<file path="config.mk">
export PLATFORM = sky130hd
export DESIGN_NAME = copper_port_control_register
export DESIGN_NICKNAME = d
export VERILOG_FILES = /design/src/shared/copper_ctrl_pkg.sv /design/src/logic/sync_two_stage.sv /design/src/logic/copper_port_control_register.sv
export SDC_FILE = /design/constraint.sdc
export NUM_CORES = 1
export LEC_CHECK = 0
export BUFFER_PORTS_ARGS = -buffer_cell sky130_fd_sc_hd__buf_2
export CAP_MARGIN = 10
export CELL_PAD_IN_SITES_DETAIL_PLACEMENT = 0
export CELL_PAD_IN_SITES_GLOBAL_PLACEMENT = 2
export CORE_MARGIN = 4
export CORE_UTILIZATION = 32
export CTS_CLUSTER_SIZE = 25
export DETAILED_ROUTE_END_ITERATION = 16
export GPL_TIMING_DRIVEN = 0
export PLACE_DENSITY_LB_ADDON = 0.12
export SLEW_MARGIN = 15
export SYNTH_ARGS = -nofsm -noshare
export SYNTH_HDL_FRONTEND = slang
export SYNTH_SLANG_ARGS = --single-unit
</file>
<file path="constraint.sdc">
create_clock -name i_clk -period 3.53 [get_ports i_clk]
set_input_delay 0.706 -clock i_clk [delete_from_list [all_inputs] [get_ports i_clk]]
set_output_delay 0.706 -clock i_clk [all_outputs]
set_load 0.02 [all_outputs]
</file>
<file path="src/shared/copper_ctrl_pkg.sv">
// copper port control package: offsets, field layouts, reset values
// assumes one 40 MHz clock and a 32-bit register bus
package copper_ctrl_pkg;

    // bus geometry
    localparam int ADDR_W = 8;
    localparam int DATA_W = 32;
    localparam int REG_W  = 16;

    // byte addresses
    localparam logic [ADDR_W-1:0] CTRL_OFFSET   = 8'h10;
    localparam logic [ADDR_W-1:0] STATUS_OFFSET = 8'h14;

    // hardware reset values
    localparam logic [REG_W-1:0] CTRL_HW_RST  = 16'h3060;
    // bit 7 is not a storage bit and reads zero
    localparam logic [REG_W-1:0] CTRL_WR_MASK = 16'hFF7F;

    // speed codes from the line side
    localparam logic [1:0] SPEED_10   = 2'h0;
    localparam logic [1:0] SPEED_100  = 2'h1;
    localparam logic [1:0] SPEED_1000 = 2'h2;

    // crossover mode codes
    localparam logic [1:0] MDI_FORCE  = 2'h0;
    localparam logic [1:0] MDIX_FORCE = 2'h1;
    localparam logic [1:0] MDI_RSVD   = 2'h2;
    localparam logic [1:0] MDI_AUTO   = 2'h3;

    // energy sensing codes
    localparam logic [1:0] ED_SENSE     = 2'h2;
    localparam logic [1:0] ED_SENSE_NLP = 2'h3;

    // control register layout, msb first
    typedef struct packed {
        logic       dis_link_pulse;
        logic [2:0] rsvd_hi;
        logic       rsvd_b11;
        logic       force_link;
        logic [1:0] energy;
        logic       rsvd_b7;
        logic [1:0] mdi_mode;
        logic       rsvd_b4;
        logic       tx_disable;
        logic       power_down;
        logic       pol_rev_dis;
        logic       jabber_dis;
    } ctrl_reg_s;

    // status register layout, msb first
    typedef struct packed {
        logic       rsvd_b15;
        logic       full_duplex;
        logic [1:0] speed;
        logic       jabber;
        logic       energy_sleep;
        logic [3:0] pair_polarity;
        logic       polarity_rev;
        logic       power_down;
        logic [1:0] applied_mdi;
        logic       mdix_status;
        logic       link_up;
    } status_reg_s;

    // line-side state, arriving from another clock
    typedef struct packed {
        logic       link_up;
        logic [1:0] speed;
        logic       full_duplex;
        logic       polarity_rev;
        logic [3:0] pair_polarity;
        logic       mdix_resolved;
        logic       energy_sleep;
        logic       jabber;
    } core_status_s;

    localparam int CORE_W = $bits(core_status_s);

endpackage : copper_ctrl_pkg

</file>
<file path="src/logic/sync_two_stage.sv">
// two flip-flop synchroniser for a bundle of levels
// assumes each bit is a slowly changing level from another clock
`timescale 1ns/1ps
module sync_two_stage #(
    parameter int WIDTH = 1
) (
    // clock and reset
    input  wire logic             i_clk,
    input  wire logic             i_resetn,
    // levels
    input  wire logic [WIDTH-1:0] i_async,
    output logic      [WIDTH-1:0] o_sync
);

    logic [WIDTH-1:0] meta_q;
    logic [WIDTH-1:0] sync_q;

    // first stage feeds only the second
    always_ff @(posedge i_clk or negedge i_resetn) begin
        if (!i_resetn) begin
            meta_q <= '0;
            sync_q <= '0;
        end else begin
            meta_q <= i_async;
            sync_q <= meta_q;
        end
    end

    assign o_sync = sync_q;

endmodule : sync_two_stage

</file>
<file path="src/logic/copper_port_control_register.sv">
// copper port control register with avalon-mm slave access
// assumes line-side status arrives asynchronously and main control
// bits (power down, software reset) come from logic on i_clk
`timescale 1ns/1ps
module copper_port_control_register (
    // clock and reset
    input  wire logic                        i_clk,
    input  wire logic                        i_resetn,
    // avalon-mm slave
    input  wire logic [copper_ctrl_pkg::ADDR_W-1:0] i_avs_address,
    input  wire logic                        i_avs_read,
    input  wire logic                        i_avs_write,
    input  wire logic [copper_ctrl_pkg::DATA_W-1:0] i_avs_writedata,
    input  wire logic [3:0]                  i_avs_byteenable,
    output logic      [copper_ctrl_pkg::DATA_W-1:0] o_avs_readdata,
    output logic                             o_avs_waitrequest,
    // main control bits
    input  wire logic                        i_main_power_down,
    input  wire logic                        i_sw_reset_req,
    // line-side status
    input  wire copper_ctrl_pkg::core_status_s i_core_status,
    // controls to the port
    output logic                             o_link_pulse_en,
    output logic                             o_link_up,
    output logic                             o_energy_sense,
    output logic                             o_energy_nlp,
    output logic                             o_mdi_auto,
    output logic                             o_mdix_force,
    output logic                             o_tx_enable,
    output logic                             o_power_down,
    output logic                             o_polarity_fix,
    output logic                             o_jabber_en,
    // reset pulses
    output logic                             o_sw_reset,
    output logic                             o_restart_an
);

    // merge bus bytes into the low 16 bits
    function automatic logic [15:0] merge_bytes(
        input logic [15:0] old_val,
        input logic [31:0] wdata,
        input logic [3:0]  be
    );
        logic [15:0] res;
        res = old_val;
        if (be[0]) begin
            res[7:0] = wdata[7:0];
        end
        if (be[1]) begin
            res[15:8] = wdata[15:8];
        end
        return res;
    endfunction : merge_bytes

    function automatic logic speed_is(
        input logic [1:0] speed,
        input logic [1:0] code
    );
        return speed == code;
    endfunction : speed_is

    copper_ctrl_pkg::ctrl_reg_s    ctrl_q;
    copper_ctrl_pkg::status_reg_s  status_now;
    copper_ctrl_pkg::core_status_s core;
    logic [1:0]                    applied_mdi_q;
    logic                          pd_now;
    logic                          pd_q;
    logic                          pd_release;
    logic                          sw_rst_evt;
    logic                          ack_q;
    logic                          req;
    logic                          wr_take;
    logic                          rd_load;
    logic                          hit_ctrl;
    logic                          hit_status;
    logic [15:0]                   ctrl_wr_d;
    logic [copper_ctrl_pkg::DATA_W-1:0] readdata_q;
    logic                          link_up_rep;
    logic                          mdix_stat;
    logic                          is_10m;
    logic                          is_1000m;
    logic                          link_pulse_en_q;
    logic                          link_up_q;
    logic                          energy_sense_q;
    logic                          energy_nlp_q;
    logic                          mdi_auto_q;
    logic                          mdix_force_q;
    logic                          tx_enable_q;
    logic                          power_down_q;
    logic                          polarity_fix_q;
    logic                          jabber_en_q;
    logic                          sw_reset_q;
    logic                          restart_an_q;

    // line-side status crosses clock before use
    sync_two_stage #(
        .WIDTH (copper_ctrl_pkg::CORE_W)
    ) u_core_sync (
        .i_clk    (i_clk),
        .i_resetn (i_resetn),
        .i_async  (i_core_status),
        .o_sync   (core)
    );

    assign is_10m   = speed_is(core.speed, copper_ctrl_pkg::SPEED_10);
    assign is_1000m = speed_is(core.speed, copper_ctrl_pkg::SPEED_1000);

    // bus handshake: one wait cycle, then the answer
    assign req               = i_avs_read | i_avs_write;
    assign o_avs_waitrequest = req & ~ack_q;
    assign wr_take           = i_avs_write & ack_q;
    assign rd_load           = i_avs_read & ~ack_q;
    assign hit_ctrl          = i_avs_address == copper_ctrl_pkg::CTRL_OFFSET;
    assign hit_status        = i_avs_address == copper_ctrl_pkg::STATUS_OFFSET;

    always_ff @(posedge i_clk or negedge i_resetn) begin
        if (!i_resetn) begin
            ack_q <= 1'b0;
        end else begin
            ack_q <= req & ~ack_q;
        end
    end

    // combined power down and its release
    assign pd_now     = ctrl_q.power_down | i_main_power_down;
    assign pd_release = pd_q & ~pd_now;
    assign sw_rst_evt = i_sw_reset_req | pd_release;

    always_ff @(posedge i_clk or negedge i_resetn) begin
        if (!i_resetn) begin
            pd_q <= 1'b0;
        end else begin
            pd_q <= pd_now;
        end
    end

    // storage bits only; bit 7 never holds a value
    assign ctrl_wr_d = merge_bytes(ctrl_q, i_avs_writedata, i_avs_byteenable)
                       & copper_ctrl_pkg::CTRL_WR_MASK;

    // control register; a write landing with a software reset wins
    always_ff @(posedge i_clk or negedge i_resetn) begin
        if (!i_resetn) begin
            ctrl_q <= copper_ctrl_pkg::CTRL_HW_RST;
        end else if (wr_take && hit_ctrl) begin
            ctrl_q <= ctrl_wr_d;
        end else if (sw_rst_evt) begin
            ctrl_q.dis_link_pulse <= 1'b0;
        end
    end

    // crossover mode in force; updated only by a software reset
    always_ff @(posedge i_clk or negedge i_resetn) begin
        if (!i_resetn) begin
            applied_mdi_q <= copper_ctrl_pkg::MDI_AUTO;
        end else if (sw_rst_evt &&
                     ctrl_q.mdi_mode != copper_ctrl_pkg::MDI_RSVD) begin
            applied_mdi_q <= ctrl_q.mdi_mode;
        end
    end

    // link state seen by the rest of the port
    always_comb begin
        link_up_rep = core.link_up;
        if (ctrl_q.force_link && !is_1000m) begin
            link_up_rep = 1'b1;
        end
    end

    // crossover status: manual modes show the applied field
    always_comb begin
        case (applied_mdi_q)
            copper_ctrl_pkg::MDI_FORCE:  mdix_stat = 1'b0;
            copper_ctrl_pkg::MDIX_FORCE: mdix_stat = 1'b1;
            default:                     mdix_stat = core.mdix_resolved;
        endcase
    end

    // status word
    always_comb begin
        status_now               = '0;
        status_now.link_up       = link_up_rep;
        status_now.mdix_status   = mdix_stat;
        status_now.applied_mdi   = applied_mdi_q;
        status_now.power_down    = pd_now;
        // single polarity bit below 1000M, one per pair at 1000M
        status_now.polarity_rev  = is_1000m ? 1'b0 : core.polarity_rev;
        status_now.pair_polarity = is_1000m ? core.pair_polarity : 4'h0;
        status_now.energy_sleep  = core.energy_sleep;
        status_now.jabber        = core.jabber;
        status_now.speed         = core.speed;
        status_now.full_duplex   = core.full_duplex;
    end

    // read data captured in the wait cycle, held through the answer
    always_ff @(posedge i_clk or negedge i_resetn) begin
        if (!i_resetn) begin
            readdata_q <= '0;
        end else if (rd_load) begin
            if (hit_ctrl) begin
                readdata_q <= {16'h0000, ctrl_q};
            end else if (hit_status) begin
                readdata_q <= {16'h0000, status_now};
            end else begin
                readdata_q <= '0;
            end
        end
    end

    assign o_avs_readdata = readdata_q;

    // registered port controls
    always_ff @(posedge i_clk or negedge i_resetn) begin
        if (!i_resetn) begin
            link_pulse_en_q <= 1'b0;
            link_up_q       <= 1'b0;
            tx_enable_q     <= 1'b0;
            power_down_q    <= 1'b0;
        end else begin
            link_pulse_en_q <= ~ctrl_q.dis_link_pulse & ~pd_now;
            link_up_q       <= link_up_rep;
            tx_enable_q     <= ~ctrl_q.tx_disable & ~pd_now;
            power_down_q    <= pd_now;
        end
    end

    // energy sensing decode; 0x leaves both off
    always_ff @(posedge i_clk or negedge i_resetn) begin
        if (!i_resetn) begin
            energy_sense_q <= 1'b0;
            energy_nlp_q   <= 1'b0;
        end else begin
            energy_sense_q <= ctrl_q.energy[1];
            energy_nlp_q   <= ctrl_q.energy == copper_ctrl_pkg::ED_SENSE_NLP;
        end
    end

    // crossover drive from the applied mode only
    always_ff @(posedge i_clk or negedge i_resetn) begin
        if (!i_resetn) begin
            mdi_auto_q   <= 1'b1;
            mdix_force_q <= 1'b0;
        end else begin
            mdi_auto_q   <= applied_mdi_q == copper_ctrl_pkg::MDI_AUTO;
            mdix_force_q <= applied_mdi_q == copper_ctrl_pkg::MDIX_FORCE;
        end
    end

    // polarity and jabber apply only at 10M
    always_ff @(posedge i_clk or negedge i_resetn) begin
        if (!i_resetn) begin
            polarity_fix_q <= 1'b0;
            jabber_en_q    <= 1'b0;
        end else begin
            polarity_fix_q <= ctrl_q.pol_rev_dis & is_10m;
            jabber_en_q    <= ~ctrl_q.jabber_dis & is_10m
                              & ~core.full_duplex;
        end
    end

    // reset pulses; o_restart_an lasts one cycle, o_sw_reset as long as its cause
    always_ff @(posedge i_clk or negedge i_resetn) begin
        if (!i_resetn) begin
            sw_reset_q   <= 1'b0;
            restart_an_q <= 1'b0;
        end else begin
            sw_reset_q   <= sw_rst_evt;
            restart_an_q <= pd_release;
        end
    end

    assign o_link_pulse_en = link_pulse_en_q;
    assign o_link_up       = link_up_q;
    assign o_energy_sense  = energy_sense_q;
    assign o_energy_nlp    = energy_nlp_q;
    assign o_mdi_auto      = mdi_auto_q;
    assign o_mdix_force    = mdix_force_q;
    assign o_tx_enable     = tx_enable_q;
    assign o_power_down    = power_down_q;
    assign o_polarity_fix  = polarity_fix_q;
    assign o_jabber_en     = jabber_en_q;
    assign o_sw_reset      = sw_reset_q;
    assign o_restart_an    = restart_an_q;

endmodule : copper_port_control_register

</file>
==> flow_metrics.tcl <==
set metrics [dict create \
    status "complete, no violations" \
    post-synth-top-count-cell "dfrtp_1" \
    rows 32 \
    clockRootBuffer "clkbuf_8" \
    syn2layout_area_growth_pct 29.0 \
    reg2regPathDepth 4 \
    synth_edf_count 0 \
    tightest_slew_ps 575 \
    maxCapViolCount 0 \
    multi_input_area_sq_um 733 \
    synth_seq_cells 70 \
    endpoint_kind "flip-flop" \
    core_sq_um 7810 \
    path_clk_slew_ps 80 \
    first_iter_violations 51 \
    ys_seq_area_share_pct 67.8 \
    hold_viol 0 \
    htree_levels 3 \
    slew_headroom_pct 61.4 \
    rsz0062_at_grt "false" \
    reg2reg_from "ack_q" \
    netlist-cell-type-count 35 \
    ios 107 \
    final_util_pct 42.9 \
    drc 0 \
    grt.total_usage_pct 12.9 \
    async_flop_share_pct 100 \
    routedWlPerCell_microns 14.8 \
    synth.area.top_cells "dfrtp_1, dfstp_2, mux2_2" \
    drive_gt1_share_pct 44.5 \
    n_antenna_cell 0 \
    ant_nets 0 \
    cts_setup_buffers 0 \
    startpoint_type "primary input" \
    yosys.area.top_type_share_pct 60.7 \
    final_nets 358 \
    hp-class "primary input to asynchronous set/reset pin" \
    grt_max_degree 62 \
    ys_top_cells_by_count "dfrtp_1, nor2_1, buf_4" \
    first_pass_iters 4 \
    initial_core_util_pct 33.3 \
    clock_path_buffers 2 \
    pwr_density_cell_nw_per_um2 494 \
    cts_tree "yes" \
    reg2reg_to "o_avs_readdata[15]" \
    drt_wl_total_microns 5950 \
    avgSynthCellArea_sq_um 13.1 \
    synthFlopType "dfrtp_1" \
    post_cts_resized 0 \
    worst_clock_skew_ps 8.34 \
    crit_fanout 7 \
    fillCellCount 761 \
    setup_viol 0 \
    cp.required_ps 3750 \
    layout_min_cycle_time_ps 2260 \
    drv_slew 0 \
    cts_buffers 9 \
    grt_pass1_wl_microns 9430 \
    ir_worst_vdd_mv 0.182 \
    place_congestion 0.701 \
    synth_area_leader_cell "dfrtp_1" \
    syn_area_sq_um 2600 \
    hpwl_microns 4360 \
    insertion_delay_ps 340 \
    crit_type "primary input to flip-flop" \
    leakage_uw 0.00171 \
    max_clock_freq_mhz 443 \
    setup_tns_ps 0 \
    cts_num_sinks 70 \
    dieArea_sq_um 9620 \
    grt_pass1_vias 1849 \
    vias_per_cell 4.33 \
    yosys_warnings 0 \
    vias 1747 \
    crit_arrival_ps 2480 \
    syn_inst 198 \
    seqCellArea_sq_um 1760 \
    grt_antenna_before_repair 0 \
    r2r_slack_ps 1870 \
    cts_hold_buf 0 \
    port_buffers 71 \
    fin_crit_sh_pct 64.0 \
    dieHeight_microns 98.1 \
    gr-total-overflow 0 \
    die_w_microns 98.1 \
]
[per-layer routing]
| layer | vias up | wire, microns | track usage (%) |
|---|---|---|---|
| met2 | 62 | 2970 | 21.2 |
| met3 | 6 | 372 | 3.43 |
| met4 | 0 | 70 | 6.07 |
| li1 | 846 | - | - |
| met1 | 833 | 2540 | 15.7 |
| met5 | - | 0 | 0 |
[registers in the layout, summed over array words and instances, names as in the netlist]
register,cells
applied_mdi_q,2
u_core_sync.meta_q,12
ctrl_q,15
o_jabber_en,1
o_energy_sense,1
o_avs_readdata,16
o_restart_an,1
o_mdix_force,1
o_polarity_fix,1
o_link_pulse_en,1
o_power_down,1
u_core_sync.o_sync,12
o_mdi_auto,1
o_tx_enable,1
o_sw_reset,1
ack_q,1
o_energy_nlp,1
o_link_up,1
[where the power goes]
part           internal [uW]  switching [uW]
Clock                    292             298
Sequential               847            23.1
Combinational           73.3             122
[placed cells by master, fill, tap and decap left out, types with 3 or more instances in the layout]
master / Yosys / routed
conb_1: 1 / 16
clkbuf_8: 0 / 11
buf_4: 17 / 18
nor2b_1: 4 / 4
inv_1: 3 / 3
a221oi_1: 8 / 8
clkbuf_1: 3 / 3
nor2_1: 29 / 29
dfrtp_1: 63 / 63
dfstp_2: 7 / 7
mux2_2: 15 / 15
a32oi_1: 3 / 3
a21oi_1: 6 / 6
nor3b_1: 3 / 3
buf_2: 2 / 72
nand2_1: 8 / 8
[final cells by class]
cell class / count / share of cell area (%)
clock inverter: 5 / 1.01
buffer: 22 / 4.44
inverter: 3 / 0.336
multi-input combinational: 118 / 21.9
tap: 102 / 3.81
clock buffer: 11 / 4.52
sequential: 70 / 52.5
timing repair buffer: 72 / 11.5
[stage by stage]
stage / worst slack [ps] / hold slack (ps) / std cells / power (uW) / area, sq um
2_1_floorplan: 1240 / 331 / 213 / 990 / 2650
3_3_place_gp: 904 / 332 / 386 / 1080 / 3140
3_5_place_dp: 908 / 335 / 387 / 1080 / 3170
4_1_cts: 1270 / 186 / 403 / 1680 / 3350
5_1_grt: 1170 / 190 / 403 / 1750 / 3350
6_report: 1270 / 200 / 403 / 1650 / 3350
[critical path, cell delays in order]
cell and delay, ps:
buf_2 90, or4b_4 580, nor3_4 300, and4_1 250, buf_4 190, mux2_2 350
[worst max-delay path by stage]
stage | from | to | slack, ps | cells past startpoint
finish | i_avs_address[7] | ctrl_q[14] | 1270 | 6
global route | i_avs_address[7] | o_avs_readdata[14] | 1170 | 6
CTS | i_avs_address[7] | ctrl_q[9] | 1270 | 6
detailed placement | i_avs_address[7] | o_avs_readdata[7] | 910 | 6
global placement | i_avs_address[7] | ctrl_q[11] | 900 | 6
floorplan | i_avs_address[7] | ctrl_q[10] | 1240 | 5
[logic make-up after synthesis]
logic type             after synthesis  synth area share [%]
other                                1                 0.144
AOI/OAI and AO/OA                   26                  7.27
DFF                                 70                  67.8
and+or+nand+nor                     61                  12.1
muxes                               15                  6.50
buffers and inverters               25                  6.17
No activity file was read; power rests on OpenSTA's default activity.
